### config.mk
export PLATFORM = sky130hd
export DESIGN_NAME = atcu_top
export DESIGN_NICKNAME = d
export VERILOG_FILES = /design/src/include/atcu_pkg.sv /design/src/rtl/atcu_prescaler.sv /design/src/rtl/atcu_top.sv
export SDC_FILE = /design/constraint.sdc
export NUM_CORES = 1
export LEC_CHECK = 0
export BUFFER_PORTS_ARGS = -buffer_cell sky130_fd_sc_hd__buf_2
export CORE_UTILIZATION = 58
export CTS_BUF_LIST = sky130_fd_sc_hd__clkbuf_2 sky130_fd_sc_hd__clkbuf_4 sky130_fd_sc_hd__clkbuf_8
export DETAILED_ROUTE_END_ITERATION = 16
export PLACE_DENSITY = 0.87
export SYNTH_ARGS = -nofsm -noshare
export SYNTH_HDL_FRONTEND = slang
export SYNTH_SLANG_ARGS = --single-unit
### constraint.sdc
create_clock -name CLK_SYS -period 2.6 [get_ports CLK_SYS]
set_input_delay 0.52 -clock CLK_SYS [delete_from_list [all_inputs] [get_ports CLK_SYS]]
set_output_delay 0.52 -clock CLK_SYS [all_outputs]
set_load 0.005 [all_outputs]
### src/include/atcu_pkg.sv
// Purpose: Shared constants and types for the asynchronous timer compare unit
// Assumes: Byte-wide registers, one per aligned 32-bit word
// Notes: Offsets are byte addresses on the register bus
package atcu_pkg;
  // Register byte offsets
  localparam logic [7:0] ADDR_MASK  = 8'h70;
  localparam logic [7:0] ADDR_FLAG  = 8'h74;
  localparam logic [7:0] ADDR_CTRL  = 8'hb0;
  localparam logic [7:0] ADDR_CNT   = 8'hb4;
  localparam logic [7:0] ADDR_CMP   = 8'hb8;
  localparam logic [7:0] ADDR_ASR   = 8'hbc;
  // Control register fields
  localparam int CTRL_FORCE  = 7;
  localparam int CTRL_WGM0   = 6;
  localparam int CTRL_COM_HI = 5;
  localparam int CTRL_COM_LO = 4;
  localparam int CTRL_WGM1   = 3;
  // Async status fields
  localparam int ASR_EXT_CLOCK_INPUT_ENABLE   = 4;
  localparam int ASR_ASYNC   = 3;
  localparam int UB_CNT      = 2;
  localparam int UB_CMP      = 1;
  localparam int UB_CTRL     = 0;
  // Mask and flag fields
  localparam int BIT_CMP     = 1;
  localparam int BIT_OVF     = 0;
  // Values
  localparam logic [7:0] RST_BYTE   = 8'h00;
  localparam logic [7:0] TOP_MAX    = 8'hff;
  localparam logic [7:0] BOTTOM     = 8'h00;
  localparam logic [2:0] CS_STOP    = 3'h0;
  localparam logic [1:0] RESP_OKAY  = 2'h0;
  localparam logic [1:0] RESP_SLVERR = 2'h2;
  localparam int PRESCALE_W = 10;
  // Waveform modes
  typedef enum logic [1:0] {
    WG_NORMAL = 2'b00,
    WG_PHASE  = 2'b01,
    WG_CTC    = 2'b10,
    WG_FAST   = 2'b11
  } atcu_wgm_t;
  // Compare output mode codes
  localparam logic [1:0] COM_OFF    = 2'b00;
  localparam logic [1:0] COM_TOGGLE = 2'b01;
  localparam logic [1:0] COM_CLEAR  = 2'b10;
  localparam logic [1:0] COM_SET    = 2'b11;
  // Divider mask per clock select code
  function automatic logic [9:0] atcu_div_mask(input logic [2:0] cs);
    unique case (cs)
      3'h2:    atcu_div_mask = 10'h007;
      3'h3:    atcu_div_mask = 10'h01f;
      3'h4:    atcu_div_mask = 10'h03f;
      3'h5:    atcu_div_mask = 10'h07f;
      3'h6:    atcu_div_mask = 10'h0ff;
      3'h7:    atcu_div_mask = 10'h3ff;
      default: atcu_div_mask = 10'h000;
    endcase
  endfunction
endpackage

### src/rtl/atcu_prescaler.sv
// Purpose: Divider chain turning source ticks into timer ticks
// Assumes: src_tick is a one-cycle enable on clk
// Notes: Divider free-runs; a select change may give one short period
`timescale 1ns/1ps
module atcu_prescaler
  import atcu_pkg::*;
#(
  parameter int PRE_W = PRESCALE_W
) (
  input  logic       clk,      // System clock
  input  logic       rst_b,    // Async reset, active low
  input  logic       src_tick, // Source clock enable
  input  logic [2:0] cs,       // Clock select field
  output logic       tick      // Timer clock enable
);
  typedef struct packed {
    logic [PRE_W-1:0] cnt;
  } atcu_pre_t;

  atcu_pre_t        q;
  atcu_pre_t        d;
  logic [PRE_W-1:0] msk;

  // Tick when the selected low bits are all ones
  always_comb begin
    d   = q;
    msk = PRE_W'(atcu_div_mask(cs));
    if (src_tick) d.cnt = q.cnt + 1'b1;
    tick = src_tick && (cs != CS_STOP) && ((q.cnt & msk) == msk);
  end

  // State register
  always_ff @(posedge clk or negedge rst_b) begin
    if (!rst_b) q <= '0;
    else q <= d;
  end

  a_stop_no_tick: assert property (@(posedge clk) disable iff (!rst_b)
    (cs == CS_STOP) |-> !tick) else $error("tick while clock stopped");
endmodule // atcu_prescaler

### src/rtl/atcu_top.sv
// Purpose: Byte timer with one compare channel behind an AXI4-Lite slave
// Assumes: TIMER_OSC_IN is synchronous to CLK_SYS and far slower than it
// Notes: Oscillator edges act as one-cycle enables; no second clock domain
//
// The AXI4-Lite slave port was left to the implementer.
`timescale 1ns/1ps
module atcu_top
  import atcu_pkg::*;
#(
  parameter int ADDR_W = 8
) (
  input  logic              CLK_SYS,       // System clock, 40 MHz
  input  logic              RST_B,         // Async reset, active low
  input  logic [ADDR_W-1:0] S_AXI_AWADDR,  // Write address
  input  logic              S_AXI_AWVALID, // Write address valid
  output logic              S_AXI_AWREADY, // Write address ready
  input  logic [31:0]       S_AXI_WDATA,   // Write data
  input  logic [3:0]        S_AXI_WSTRB,   // Write byte enables
  input  logic              S_AXI_WVALID,  // Write data valid
  output logic              S_AXI_WREADY,  // Write data ready
  output logic [1:0]        S_AXI_BRESP,   // Write response
  output logic              S_AXI_BVALID,  // Write response valid
  input  logic              S_AXI_BREADY,  // Write response ready
  input  logic [ADDR_W-1:0] S_AXI_ARADDR,  // Read address
  input  logic              S_AXI_ARVALID, // Read address valid
  output logic              S_AXI_ARREADY, // Read address ready
  output logic [31:0]       S_AXI_RDATA,   // Read data
  output logic [1:0]        S_AXI_RRESP,   // Read response
  output logic              S_AXI_RVALID,  // Read data valid
  input  logic              S_AXI_RREADY,  // Read data ready
  input  logic              TIMER_OSC_IN,  // Oscillator or external clock
  input  logic              GLOBAL_IE,     // CPU global interrupt enable
  input  logic              CMP_VEC_ACK,   // Compare vector executed
  input  logic              OVF_VEC_ACK,   // Overflow vector executed
  output logic              CMP_IRQ,       // Compare interrupt request
  output logic              OVF_IRQ,       // Overflow interrupt request
  input  logic              PIN_DIR,       // Port direction bit of pin
  input  logic              PORT_DATA,     // Ordinary port output value
  output logic              PIN_O,         // Pin output value
  output logic              PIN_OE,        // Pin output enable
  output logic              OC_OVERRIDE,   // Waveform owns the pin
  output logic              XTAL_EN,       // Crystal oscillator enable
  output logic              EXT_CLK_EN     // External clock buffer enable
);
  typedef struct packed {
    logic              aw_v;
    logic [ADDR_W-1:0] aw_a;
    logic              w_v;
    logic [7:0]        w_d;
    logic              w_s;
    logic              b_v;
    logic [1:0]        b_r;
    logic              r_v;
    logic [7:0]        r_d;
    logic [1:0]        r_r;
    logic [1:0]        mask;
    logic [1:0]        flags;
    logic [7:0]        ctrl_tmp;
    logic [7:0]        ctrl_act;
    logic              force_p;
    logic [7:0]        cnt;
    logic [7:0]        cnt_tmp;
    logic [7:0]        cmp_tmp;
    logic [7:0]        cmp_act;
    logic [7:0]        cmp_use;
    logic [2:0]        busy;
    logic              async_sel;
    logic              ext_clock_input_enable;
    logic              down;
    logic              oc;
    logic              blk;
    logic              osc_prev;
  } atcu_state_t;

  atcu_state_t q;
  atcu_state_t d;
  atcu_wgm_t   wgm;
  logic [1:0]  com;
  logic        pwm;
  logic        src_tick;
  logic        tick;
  logic        match;
  logic        set_cmp;
  logic        set_ovf;
  logic        top_act;
  logic        wr_fire;
  logic        rd_fire;
  logic        wr_ctrl;
  logic        wr_cnt;
  logic        wr_cmp;
  logic [7:0]  wd;
  logic [1:0]  clr;

  // Output value that a match produces in the current mode
  function automatic logic match_level(input atcu_wgm_t m, input logic [1:0] c,
                                       input logic dn, input logic cur);
    match_level = cur;
    if (m == WG_PHASE) begin
      if (c[1]) match_level = c[0] ^ dn;
    end else if (m == WG_FAST) begin
      if (c[1]) match_level = c[0];
    end else begin
      unique case (c)
        COM_TOGGLE: match_level = ~cur;
        COM_CLEAR:  match_level = 1'b0;
        COM_SET:    match_level = 1'b1;
        default:    match_level = cur;
      endcase
    end
  endfunction

  function automatic logic hit(input logic [ADDR_W-1:0] a, input logic [7:0] r);
    hit = (a[7:2] == r[7:2]);
  endfunction

  // Divider for the timer clock
  atcu_prescaler #(
    .PRE_W (PRESCALE_W)
  ) u_pre (
    .clk      (CLK_SYS),
    .rst_b    (RST_B),
    .src_tick (src_tick),
    .cs       (q.ctrl_act[2:0]),
    .tick     (tick)
  );

  // Next state: bus, transfers, counting, waveform, flags
  always_comb begin
    d        = q;
    d.osc_prev = TIMER_OSC_IN;
    src_tick = q.async_sel ? (TIMER_OSC_IN & ~q.osc_prev) : 1'b1;
    wgm      = atcu_wgm_t'({q.ctrl_act[CTRL_WGM1], q.ctrl_act[CTRL_WGM0]});
    com      = q.ctrl_act[CTRL_COM_HI:CTRL_COM_LO];
    pwm      = (wgm == WG_PHASE) || (wgm == WG_FAST);
    match    = (q.cnt == q.cmp_use);
    set_cmp  = 1'b0;
    set_ovf  = 1'b0;
    top_act  = 1'b0;
    clr      = 2'b00;
    wd       = q.w_d;
    // Bus handshakes; a write runs once address and data are both held
    if (S_AXI_AWVALID && !q.aw_v) begin
      d.aw_v = 1'b1;
      d.aw_a = S_AXI_AWADDR;
    end
    if (S_AXI_WVALID && !q.w_v) begin
      d.w_v = 1'b1;
      d.w_d = S_AXI_WDATA[7:0];
      d.w_s = S_AXI_WSTRB[0];
    end
    wr_fire = q.aw_v && q.w_v && !q.b_v;
    rd_fire = S_AXI_ARVALID && !q.r_v;
    if (q.b_v && S_AXI_BREADY) d.b_v = 1'b0;
    if (q.r_v && S_AXI_RREADY) d.r_v = 1'b0;
    if (wr_fire) begin
      d.aw_v = 1'b0;
      d.w_v  = 1'b0;
      d.b_v  = 1'b1;
      d.b_r  = RESP_SLVERR;
      if (hit(q.aw_a, ADDR_MASK) || hit(q.aw_a, ADDR_FLAG) || hit(q.aw_a, ADDR_CTRL) ||
          hit(q.aw_a, ADDR_CNT) || hit(q.aw_a, ADDR_CMP) || hit(q.aw_a, ADDR_ASR))
        d.b_r = RESP_OKAY;
    end
    wr_ctrl = wr_fire && q.w_s && hit(q.aw_a, ADDR_CTRL);
    wr_cnt  = wr_fire && q.w_s && hit(q.aw_a, ADDR_CNT);
    wr_cmp  = wr_fire && q.w_s && hit(q.aw_a, ADDR_CMP);
    // Read path; live count, temporaries for compare and control
    if (rd_fire) begin
      d.r_v = 1'b1;
      d.r_r = RESP_OKAY;
      d.r_d = RST_BYTE;
      if (hit(S_AXI_ARADDR, ADDR_CNT)) d.r_d = q.cnt;
      else if (hit(S_AXI_ARADDR, ADDR_CMP)) d.r_d = q.cmp_tmp;
      else if (hit(S_AXI_ARADDR, ADDR_CTRL)) d.r_d = {1'b0, q.ctrl_tmp[6:0]};
      else if (hit(S_AXI_ARADDR, ADDR_MASK)) d.r_d = {6'h00, q.mask};
      else if (hit(S_AXI_ARADDR, ADDR_FLAG)) d.r_d = {6'h00, q.flags};
      else if (hit(S_AXI_ARADDR, ADDR_ASR)) d.r_d = {3'h0, q.ext_clock_input_enable, q.async_sel, q.busy};
      else d.r_r = RESP_SLVERR;
    end
    // Forced compare acts on the pin only, never on flags or count
    if (q.force_p) begin
      d.force_p = 1'b0;
      if (!pwm) d.oc = match_level(wgm, com, q.down, q.oc);
    end
    // Timer tick: match first, then count
    if (tick) begin
      d.blk = 1'b0;
      if (match && !q.blk) begin
        set_cmp = 1'b1;
        if (!(pwm && q.cmp_use == TOP_MAX && com[1]))
          d.oc = match_level(wgm, com, q.down, q.oc);
      end
      unique case (wgm)
        WG_NORMAL: begin
          d.cnt   = q.cnt + 8'h01;
          set_ovf = (q.cnt == TOP_MAX);
        end
        WG_CTC: begin
          d.cnt   = match ? BOTTOM : q.cnt + 8'h01;
          set_ovf = (q.cnt == TOP_MAX);
        end
        WG_FAST: begin
          d.cnt = q.cnt + 8'h01;
          if (q.cnt == TOP_MAX) begin
            set_ovf   = 1'b1;
            top_act   = com[1];
            d.cmp_use = q.cmp_act;
          end
        end
        WG_PHASE: begin
          if (!q.down) begin
            if (q.cnt == TOP_MAX) begin
              d.down    = 1'b1;
              d.cnt     = q.cnt - 8'h01;
              top_act   = com[1] && (q.cmp_use == TOP_MAX);
              d.cmp_use = q.cmp_act;
            end else d.cnt = q.cnt + 8'h01;
          end else if (q.cnt == BOTTOM) begin
            d.down  = 1'b0;
            d.cnt   = q.cnt + 8'h01;
            set_ovf = 1'b1;
          end else d.cnt = q.cnt - 8'h01;
        end
      endcase
      if (top_act) d.oc = ~com[0];
    end
    if (!pwm) d.down = 1'b0;
    // Handshake: temporaries land on an oscillator edge, and busy drops in the same cycle
    if (q.async_sel && src_tick) begin
      if (q.busy[UB_CNT]) begin
        d.cnt = q.cnt_tmp;
        d.blk = 1'b1;
      end
      if (q.busy[UB_CMP]) d.cmp_act = q.cmp_tmp;
      if (q.busy[UB_CTRL]) begin
        d.ctrl_act = {1'b0, q.ctrl_tmp[6:0]};
        d.force_p  = q.ctrl_tmp[CTRL_FORCE];
      end
      d.busy = 3'h0;
    end
    // Register writes
    if (wr_ctrl) begin
      d.ctrl_tmp = wd;
      if (q.async_sel) d.busy[UB_CTRL] = 1'b1;
      else begin
        d.ctrl_act = {1'b0, wd[6:0]};
        d.force_p  = wd[CTRL_FORCE];
      end
    end
    if (wr_cnt) begin
      d.cnt_tmp = wd;
      if (q.async_sel) d.busy[UB_CNT] = 1'b1;
      else begin
        d.cnt = wd;
        d.blk = 1'b1;
      end
    end
    if (wr_cmp) begin
      d.cmp_tmp = wd;
      if (q.async_sel) d.busy[UB_CMP] = 1'b1;
      else d.cmp_act = wd;
    end
    if (wr_fire && q.w_s && hit(q.aw_a, ADDR_MASK)) d.mask = wd[1:0];
    if (wr_fire && q.w_s && hit(q.aw_a, ADDR_FLAG)) clr = wd[1:0];
    if (wr_fire && q.w_s && hit(q.aw_a, ADDR_ASR)) begin
      d.ext_clock_input_enable     = wd[ASR_EXT_CLOCK_INPUT_ENABLE];
      d.async_sel = wd[ASR_ASYNC];
      if (wd[ASR_ASYNC] != q.async_sel) d.busy = 3'h0;
    end
    // Compare value follows at once outside PWM, at top inside
    if (!pwm) d.cmp_use = d.cmp_act;
    // Flags: a set in the cycle of a clear still wins
    d.flags[BIT_CMP] = (q.flags[BIT_CMP] & ~clr[BIT_CMP] & ~CMP_VEC_ACK) | set_cmp;
    d.flags[BIT_OVF] = (q.flags[BIT_OVF] & ~clr[BIT_OVF] & ~OVF_VEC_ACK) | set_ovf;
  end

  // State register
  always_ff @(posedge CLK_SYS or negedge RST_B) begin
    if (!RST_B) q <= '0;
    else q <= d;
  end

  // Bus outputs
  assign S_AXI_AWREADY = !q.aw_v;
  assign S_AXI_WREADY  = !q.w_v;
  assign S_AXI_BVALID  = q.b_v;
  assign S_AXI_BRESP   = q.b_r;
  assign S_AXI_ARREADY = !q.r_v;
  assign S_AXI_RVALID  = q.r_v;
  assign S_AXI_RRESP   = q.r_r;
  assign S_AXI_RDATA   = {24'h000000, q.r_d};

  // Requests gated by mask and the CPU global enable
  assign CMP_IRQ = GLOBAL_IE & q.mask[BIT_CMP] & q.flags[BIT_CMP];
  assign OVF_IRQ = GLOBAL_IE & q.mask[BIT_OVF] & q.flags[BIT_OVF];

  // Pin mux; the direction bit still gates the driver
  assign OC_OVERRIDE = |q.ctrl_act[CTRL_COM_HI:CTRL_COM_LO];
  assign PIN_O       = OC_OVERRIDE ? q.oc : PORT_DATA;
  assign PIN_OE      = PIN_DIR;

  // Crystal runs only while the external clock bit is low
  assign XTAL_EN    = q.async_sel & ~q.ext_clock_input_enable;
  assign EXT_CLK_EN = q.async_sel & q.ext_clock_input_enable;

  // Checks
  a_cmp_irq_gate: assert property (@(posedge CLK_SYS) disable iff (!RST_B)
    CMP_IRQ |-> GLOBAL_IE && q.mask[BIT_CMP] && q.flags[BIT_CMP]) else $error("compare request ungated");
  a_ovf_irq_gate: assert property (@(posedge CLK_SYS) disable iff (!RST_B)
    (GLOBAL_IE && q.mask[BIT_OVF] && q.flags[BIT_OVF]) |-> OVF_IRQ) else $error("overflow request missing");
  a_pin_released: assert property (@(posedge CLK_SYS) disable iff (!RST_B)
    (q.ctrl_act[CTRL_COM_HI:CTRL_COM_LO] == COM_OFF) |-> PIN_O == PORT_DATA) else $error("pin not released");
  a_match_flag: assert property (@(posedge CLK_SYS) disable iff (!RST_B)
    (tick && match && !q.blk) |=> q.flags[BIT_CMP]) else $error("match did not set flag");
  a_write_blocks: assert property (@(posedge CLK_SYS) disable iff (!RST_B)
    (wr_cnt && !q.async_sel) |=> !set_cmp) else $error("match after counter write");
  a_cnt_busy: assert property (@(posedge CLK_SYS) disable iff (!RST_B)
    (wr_cnt && q.async_sel) |=> q.busy[UB_CNT] && q.cnt_tmp == $past(q.w_d)) else $error("counter busy not set");
  a_cmp_busy: assert property (@(posedge CLK_SYS) disable iff (!RST_B)
    (wr_cmp && q.async_sel && !src_tick) |=> q.busy[UB_CMP] && $stable(q.cmp_act)) else $error("compare busy");
  a_ctrl_xfer: assert property (@(posedge CLK_SYS) disable iff (!RST_B)
    (q.busy[UB_CTRL] && q.async_sel && src_tick && !wr_ctrl) |=> !q.busy[UB_CTRL] &&
    q.ctrl_act[6:0] == q.ctrl_tmp[6:0]) else $error("control transfer failed");
  a_phase_bottom: assert property (@(posedge CLK_SYS) disable iff (!RST_B)
    (set_ovf && wgm == WG_PHASE) |-> q.cnt == BOTTOM && q.down) else $error("phase overflow off bottom");
  a_fast_top: assert property (@(posedge CLK_SYS) disable iff (!RST_B)
    (tick && wgm == WG_FAST && q.cnt == TOP_MAX && com == COM_CLEAR) |=> q.oc) else $error("top did not set");
  a_flag_clear: assert property (@(posedge CLK_SYS) disable iff (!RST_B)
    (clr[BIT_CMP] && !set_cmp) |=> !q.flags[BIT_CMP]) else $error("flag not cleared");
  a_read_live: assert property (@(posedge CLK_SYS) disable iff (!RST_B)
    (rd_fire && hit(S_AXI_ARADDR, ADDR_CNT)) |=> S_AXI_RDATA[7:0] == $past(q.cnt)) else $error("count read");
  c_phase_turn: cover property (@(posedge CLK_SYS) disable iff (!RST_B) set_ovf && wgm == WG_PHASE);
  c_async_xfer: cover property (@(posedge CLK_SYS) disable iff (!RST_B) q.busy[UB_CNT] ##1 !q.busy[UB_CNT]);
  c_cmp_irq: cover property (@(posedge CLK_SYS) disable iff (!RST_B) $rose(CMP_IRQ));
endmodule // atcu_top

==> metrics.txt, run 1 <==
Synth top area share around 44%; Seq pwr share ~47%; Final nets 721; internal cell power between 3 and 4 mW; Clock Skew 0.0107 ns; clk slew on worst S/H paths roughly 0.11 ns; fin cells 789; post-route ant nets 0; cts-stage hold buffer count 0; outcome finished, final reports clean; dpl cells ~770; #FFs+latches synth 108; Hold/Removal Path Class in2async; clock root buffer master clkbuf_8; Final Cell Area between 6000 and 7000 um2; most common cell in the netlist dfrtp_1; number of synthesized flops with an enable pin 0; Num Clock Sinks between 100 and 150; DR pass1 iterations 5; Area growth, synth to finish 8.62%; maximum VDD drop between 0.6 and 0.7 mV; routed vias/inst around 6.1; Switching Share 39.4%; Synth Instances approximately 600; WL final around 15000 um; Netlist Area Pre-Place 6100 um2; ys flop type dfrtp_1; clk_lat worst skew around 0.37 ns; crit start category flip-flop; Max-Cap Viols 0; Placement Setup Slack roughly 0.15 ns; Max Root-Sink Buffers 2; Yosys cell types between 60 and 70; Die Span Y roughly 100 um; top cells by area, synth dfrtp_1, mux2_2, buf_4; post-synthesis sequential area ratio 44.3%; reg2reg start u_pre.q[2]$_DFFE_PN0P_; Gate power share 36.3%; die area around 11000 um2; core area 10300 um2; Worst Setup SP u_pre.q[2]$_DFFE_PN0P_; max_slew headroom about half; kind of end point of the critical path flip-flop; Die W about 100 um; via count between 4000 and 5000; final setup violation count 0; Hold Slack between 0.15 and 0.2 ns; first-pass GRT wire length roughly 24000 um; asr flop ratio synth 100%; row count 37; CP Max Fanout 8; net switching power approximately 2.5 mW; Final GP Congestion a little over 0.9; Initial Util 59.3%; critical path class reg2reg; Worst Tran Pin Value 0.733 ns; Req. time, crit path approximately 2.9 ns; initial antenna violation count 0; R2R setup slack 0.20 ns; post-synth top area cell dfrtp_1; r2r endpoint q[12]$_DFFE_PN0P_; final period utilization 92.4%; Post-Place Cell Area about 6400 um2; RSZ-0062 raised after global routing no; syn avg cell area about 10 um2; max-slew violations 0; # diodes 0; Pwr Density slightly below 1000 nW/um2; Remaining Overflow, GRT 0; clock power share between 15 and 20%; share of layout cells above drive strength 1 between 20% and 30%; Setup TNS 0 ns; I/O pin cnt between 100 and 150; H-tree Lvls 3; CTS tree done; leak pwr slightly above 3 nW; GRT Total Usage about 28%; R2R cell count 6; Setup Buffers After CTS 0; setup ws final just under 0.2 ns; # fillers about 800; number of global-route vias before repair between 4000 and 5000; DP HPWL 10700 um; WL/cell about 19 um; # DRC 0; CP arrival 2.67 ns; final hold violations 0; Core Util, Final ~64%; Post-synth top cells dfrtp_1, mux2_2, nand2_1, buf_4, a21oi_1; initial DRC count between 400 and 500; Max Clock Freq ~420 MHz; crit path to q[12]$_DFFE_PN0P_; largest net degree at the start of global routing 59; Final Critical Period 2.40 ns; Power Total ~6.4 mW; CTS Buf Count 9; buffers added on ports between 50 and 60; YS warnings 0
[layer usage]
| layer | GRT usage, % | vias to the layer above | wire length (um) |
|---|---|---|---|
| li1 | - | 2166 | - |
| met1 | 36.6 | 2368 | 6040 |
| met2 | 48.8 | 232 | 7200 |
| met3 | 4.68 | 38 | 969 |
| met4 | 9.39 | 0 | 405 |
| met5 | 0 | - | 0 |
[cell type report]
cell class	instances	area, um2	share of cell area (%)
clock buffer	10	131	1.98
clock inverter	6	68.8	1.04
inverter	20	75.1	1.13
multi-input combinational	432	3010	45.5
sequential	108	2700	40.8
tap	136	170	2.57
timing repair buffer	77	460	6.95
[cell usage in the layout (no fill, tap or decap), drive strengths merged, types with 6 or more instances in the layout]
master  count
conb       26
nand4       9
nor2       33
mux2       59
a31oi       6
mux2i      21
nand3      13
ha          8
inv        23
o21ai      29
dfrtp     108
nand2      52
a22o        6
nor3       13
xnor2      18
a21oi      36
nor2b       9
buf        77
clkbuf     10
xor2        7
nand2b      8
o22ai      11
[worst max-delay path, stage by stage, from the launching register on]
cell	delay, ns
dfrtp_1	0.43
and3_1	0.31
nand3_1	0.13
a21oi_1	0.16
nand4b_1	0.29
a21oi_2	0.56
mux2_2	0.40
[power groups by stage]
stage | sequential [mW] | clock, mW | combinational (mW)
6_report | 2.99 | 1.06 | 2.31
5_1_grt | 3.06 | 1.14 | 2.55
3_5_place_dp | 2.98 | 0 | 2.26
4_1_cts | 2.95 | 1.08 | 2.29
2_1_floorplan | 2.64 | 0 | 1.88
3_3_place_gp | 2.92 | 0 | 2.15
[flip-flops by register name (all words and copies together) (netlist names)]
signal / cells
S_AXI_RVALID: 1
com: 2
S_AXI_BRESP: 1
wd: 8
S_AXI_RDATA: 8
S_AXI_RRESP: 1
u_pre.q: 10
S_AXI_BVALID: 1
q: 76
[how the worst min path moves through the flow]
stage | from | endpoint | slack, ns | depth (start not counted)
6_report | RST_B | q[102]$_DFFE_PN0P_ | 0.19 | 1
5_1_grt | RST_B | q[100]$_DFFE_PN0P_ | 0.25 | 1
4_1_cts | RST_B | q[102]$_DFFE_PN0P_ | 0.22 | 1
3_5_place_dp | S_AXI_BRESP[1]$_DFFE_PN0P_ | S_AXI_BRESP[1]$_DFFE_PN0P_ | 0.46 | 1
3_3_place_gp | u_pre.q[9]$_DFFE_PN0P_ | u_pre.q[9]$_DFFE_PN0P_ | 0.46 | 1
2_1_floorplan | RST_B | S_AXI_BRESP[1]$_DFFE_PN0P_ | 0.22 | 0
[what timing repair did]
| action | in CTS | in global routing |
|---|---|---|
| endpoints found under the hold margin | 0 | 0 |
| setup endpoints to repair | 0 | 8 |
| gates resized for setup | 0 | 2 |
[logic make-up after synthesis]
kind of cell	Yosys count	share of synthesized area (%)
AOI/OAI and AO/OA	117	12.2
xor gates and xnor gates	25	3.59
and+or+nand+nor	173	14.8
buffers and inverters	86	7.90
other	1	0.0615
DFF	108	44.3
muxes	83	15.5
adders and majority gates	8	1.64
No activity file was read; power rests on OpenSTA's default activity.
==> inputs of run 2 (changes only) <==
- SYNTH_HIERARCHICAL: default -> 1
==> run 2 against run 1 <==
Setup slack lost 0.0052 ns. Clock-buffer cell count did not move. Cell area rose by 1.5%. Combinational power shrank 33%. First-iteration DRC count decreased by 27%. Clock skew increased by 0.0086 ns. Die area increased by 0.66%. Critical endpoint is now q[42]$_DFF_PN0_.
==> metrics.txt, run 2 <==
Clock Skew 0.0193 ns; I/O pin cnt about 110; Final nets about 740; Worst path slowest cell dfrtp_1; r2r endpoint q[42]$_DFF_PN0_; row count 37; initial DRC count ~330; most common cell in the netlist dfrtp_1; crit path to q[42]$_DFF_PN0_; GRT Total Usage just under 30%; WL/cell about 19 um; buffers added on ports 53; biggest regs q x76, u_pre/q x10; Setup Buffers After CTS 0; largest stage delay on the critical path approximately 0.58 ns; maximum VDD drop ~0.55 mV; Netlist Area Pre-Place 6140 um2; Req. time, crit path 2.86 ns; busiest layer in global routing met2; post-synthesis sequential area ratio about 44%; Max Root-Sink Buffers 2; internal cell power ~3.5 mW; CP arrival 2.67 ns; Die W roughly 100 um; post_cts resized 0; final period utilization about 90%; die area ~11000 um2; fin cells around 800; clock power share approximately a fifth; Area growth, synth to finish 9.54%; Final Critical Period between 2 and 2.5 ns; Gate power share between 20 and 30%; Post-synth top cells dfrtp_1, nand2_1, o21ai_0, mux2_2, buf_4; crit start category flip-flop; met3 usage 5.55%; reg2reg start q[45]$_DFF_PN0_; WL final 15100 um; net switching power 2.08 mW; Yosys cell types 73; Synth Instances 618; GR Layer Usage met2 ~48%; number of global-route vias before repair 4816; DP HPWL 11200 um; Num Clock Sinks 108; critical path class reg2reg; ys flop type dfrtp_1; YS warnings 6; R2R cell count 6; leak pwr ~3.1 nW; clk_lat worst skew about 0.38 ns; grt met1 use a little under two fifths; # DRC 0; Remaining Overflow, GRT 0; critical-path cell list nor4_4 > nand3_2 > a22oi_1 > nor2_1 > mux2_2 > a221o_1; CP Max Fanout 9; Final GP Congestion 0.913; clock root buffer master clkbuf_8; Seq pwr share about half; most frequent cells in the layout dfrtp_1, nand2_1, buf_2; kind of end point of the critical path flip-flop; Pwr Density about 830 nW/um2; top cells by area, synth dfrtp_1, mux2_2, mux2i_1; H-tree Lvls 3; max_slew headroom ~50%; Setup TNS 0 ns; cts-stage hold buffer count 0; R2R setup slack 0.19 ns; #FFs+latches synth 108; routed vias/inst 6.12; max FFs per register 76; Die Span Y 105 um; post-synth top area cell dfrtp_1; core area just over 10000 um2; Max Clock Freq 415 MHz; share of layout cells above drive strength 1 between 20% and 30%; syn avg cell area between 9 and 10 um2; DR pass1 iterations 5; final setup violation count 0; RSZ-0062 raised after global routing no; largest net degree at the start of global routing 68; outcome finished, final reports clean; Switching Share a little under two fifths; CTS Buf Count 9; Max-Cap Viols 0; post-route ant nets 0; dpl cells 795; final hold violations 0; first-pass GRT wire length between 20000 and 25000 um; Power Total about 5.6 mW; number of synthesized flops with an enable pin 0; max-slew violations 0; Top reg by flops q; Worst Tran Pin Value approximately 0.74 ns; clk slew on worst S/H paths 0.11 ns; asr flop ratio synth between 90% and 100%; # diodes 0; Worst Setup SP q[45]$_DFF_PN0_; Initial Util approximately 60%; via count between 4000 and 5000; initial antenna violation count 0; Synth top area share 44.0%; Hold/Removal Path Class in2async; most common cell after layout, fill and taps aside dfrtp_1; CTS tree done
==> run 2: cell count changes in the layout (fill, tap and decap cells not counted), moves of 5 or more <==
| cell | delta |
|---|---|
| xor2_1 | +6 |
| buf_4 | +5 |
| mux2_2 | -15 |
| a21o_1 | -5 |
| nand2_1 | +9 |
| xnor2_1 | -6 |
| mux2i_1 | +10 |
| o21ai_0 | +19 |
| a21oi_1 | -15 |
| nand3_1 | +5 |
==> run 2: cells by family after synthesis <==
kind of cell / share of synthesized area, %
adders and majority gates: 1.43
buffers and inverters: 7.77
and+or+nand+nor: 17.1
AOI/OAI and AO/OA: 12.7
muxes: 13.1
DFF: 44.0
xor gates and xnor gates: 3.83
other: 0.0611
==> run 2: through the flow <==
step	cell area (um2)	hold WS [ns]	setup slack [ns]	utilization (%)
4_1_cts	6720	0.0297	0.248	65.4
5_1_grt	6720	0.0352	0.00989	65.4
6_report	6720	0.0259	0.191	65.4
3_5_place_dp	6500	0.443	0.0315	63.3
3_3_place_gp	6500	0.439	0.0863	63.3
2_1_floorplan	6230	0.224	0.0408	-
==> run 2: cell type report <==
class | instances | area (um2)
inverter | 19 | 71.3
fill | 806 | 3550
timing repair buffer | 82 | 498
tap | 136 | 170
clock inverter | 6 | 91.3
sequential | 108 | 2700
multi-input combinational | 450 | 3060
clock buffer | 10 | 131
==> run 2: power by group through the flow <==
stage	clock [mW]	combinational [mW]	sequential (mW)
finish	1.14	1.55	2.90
global route	1.21	1.72	2.95
CTS	1.15	1.55	2.87
detailed placement	0	1.53	2.89
global placement	0	1.45	2.84
floorplan	0	1.26	2.55
==> run 2: critical path, delay by kind of cell, from the launching register on <==
kind	cells	cell delay (ns)
flip-flops	1	0.58
multiplexers	1	0.30
AND/OR/NAND/NOR	3	0.80
AO/OA/AOI/OAI	2	0.62
==> run 2: worst min path at each step <==
stage,end,slack (ns),cells past startpoint
5_1_grt,q[12]$_DFFE_PN0P_,0.04,1
2_1_floorplan,S_AXI_BRESP[1]$_DFFE_PN0P_,0.22,0
4_1_cts,q[12]$_DFFE_PN0P_,0.03,1
3_5_place_dp,q[2]$_DFF_PN0_,0.44,1
6_report,q[12]$_DFFE_PN0P_,0.03,1
3_3_place_gp,q[2]$_DFF_PN0_,0.44,1
==> run 2: per-layer routing <==
layer / part of all wire [%] / wire length [um]
met2: 48 / 7310
met1: 41 / 6180
met5: 0 / 0
met3: 8.6 / 1300
met4: 2.2 / 329
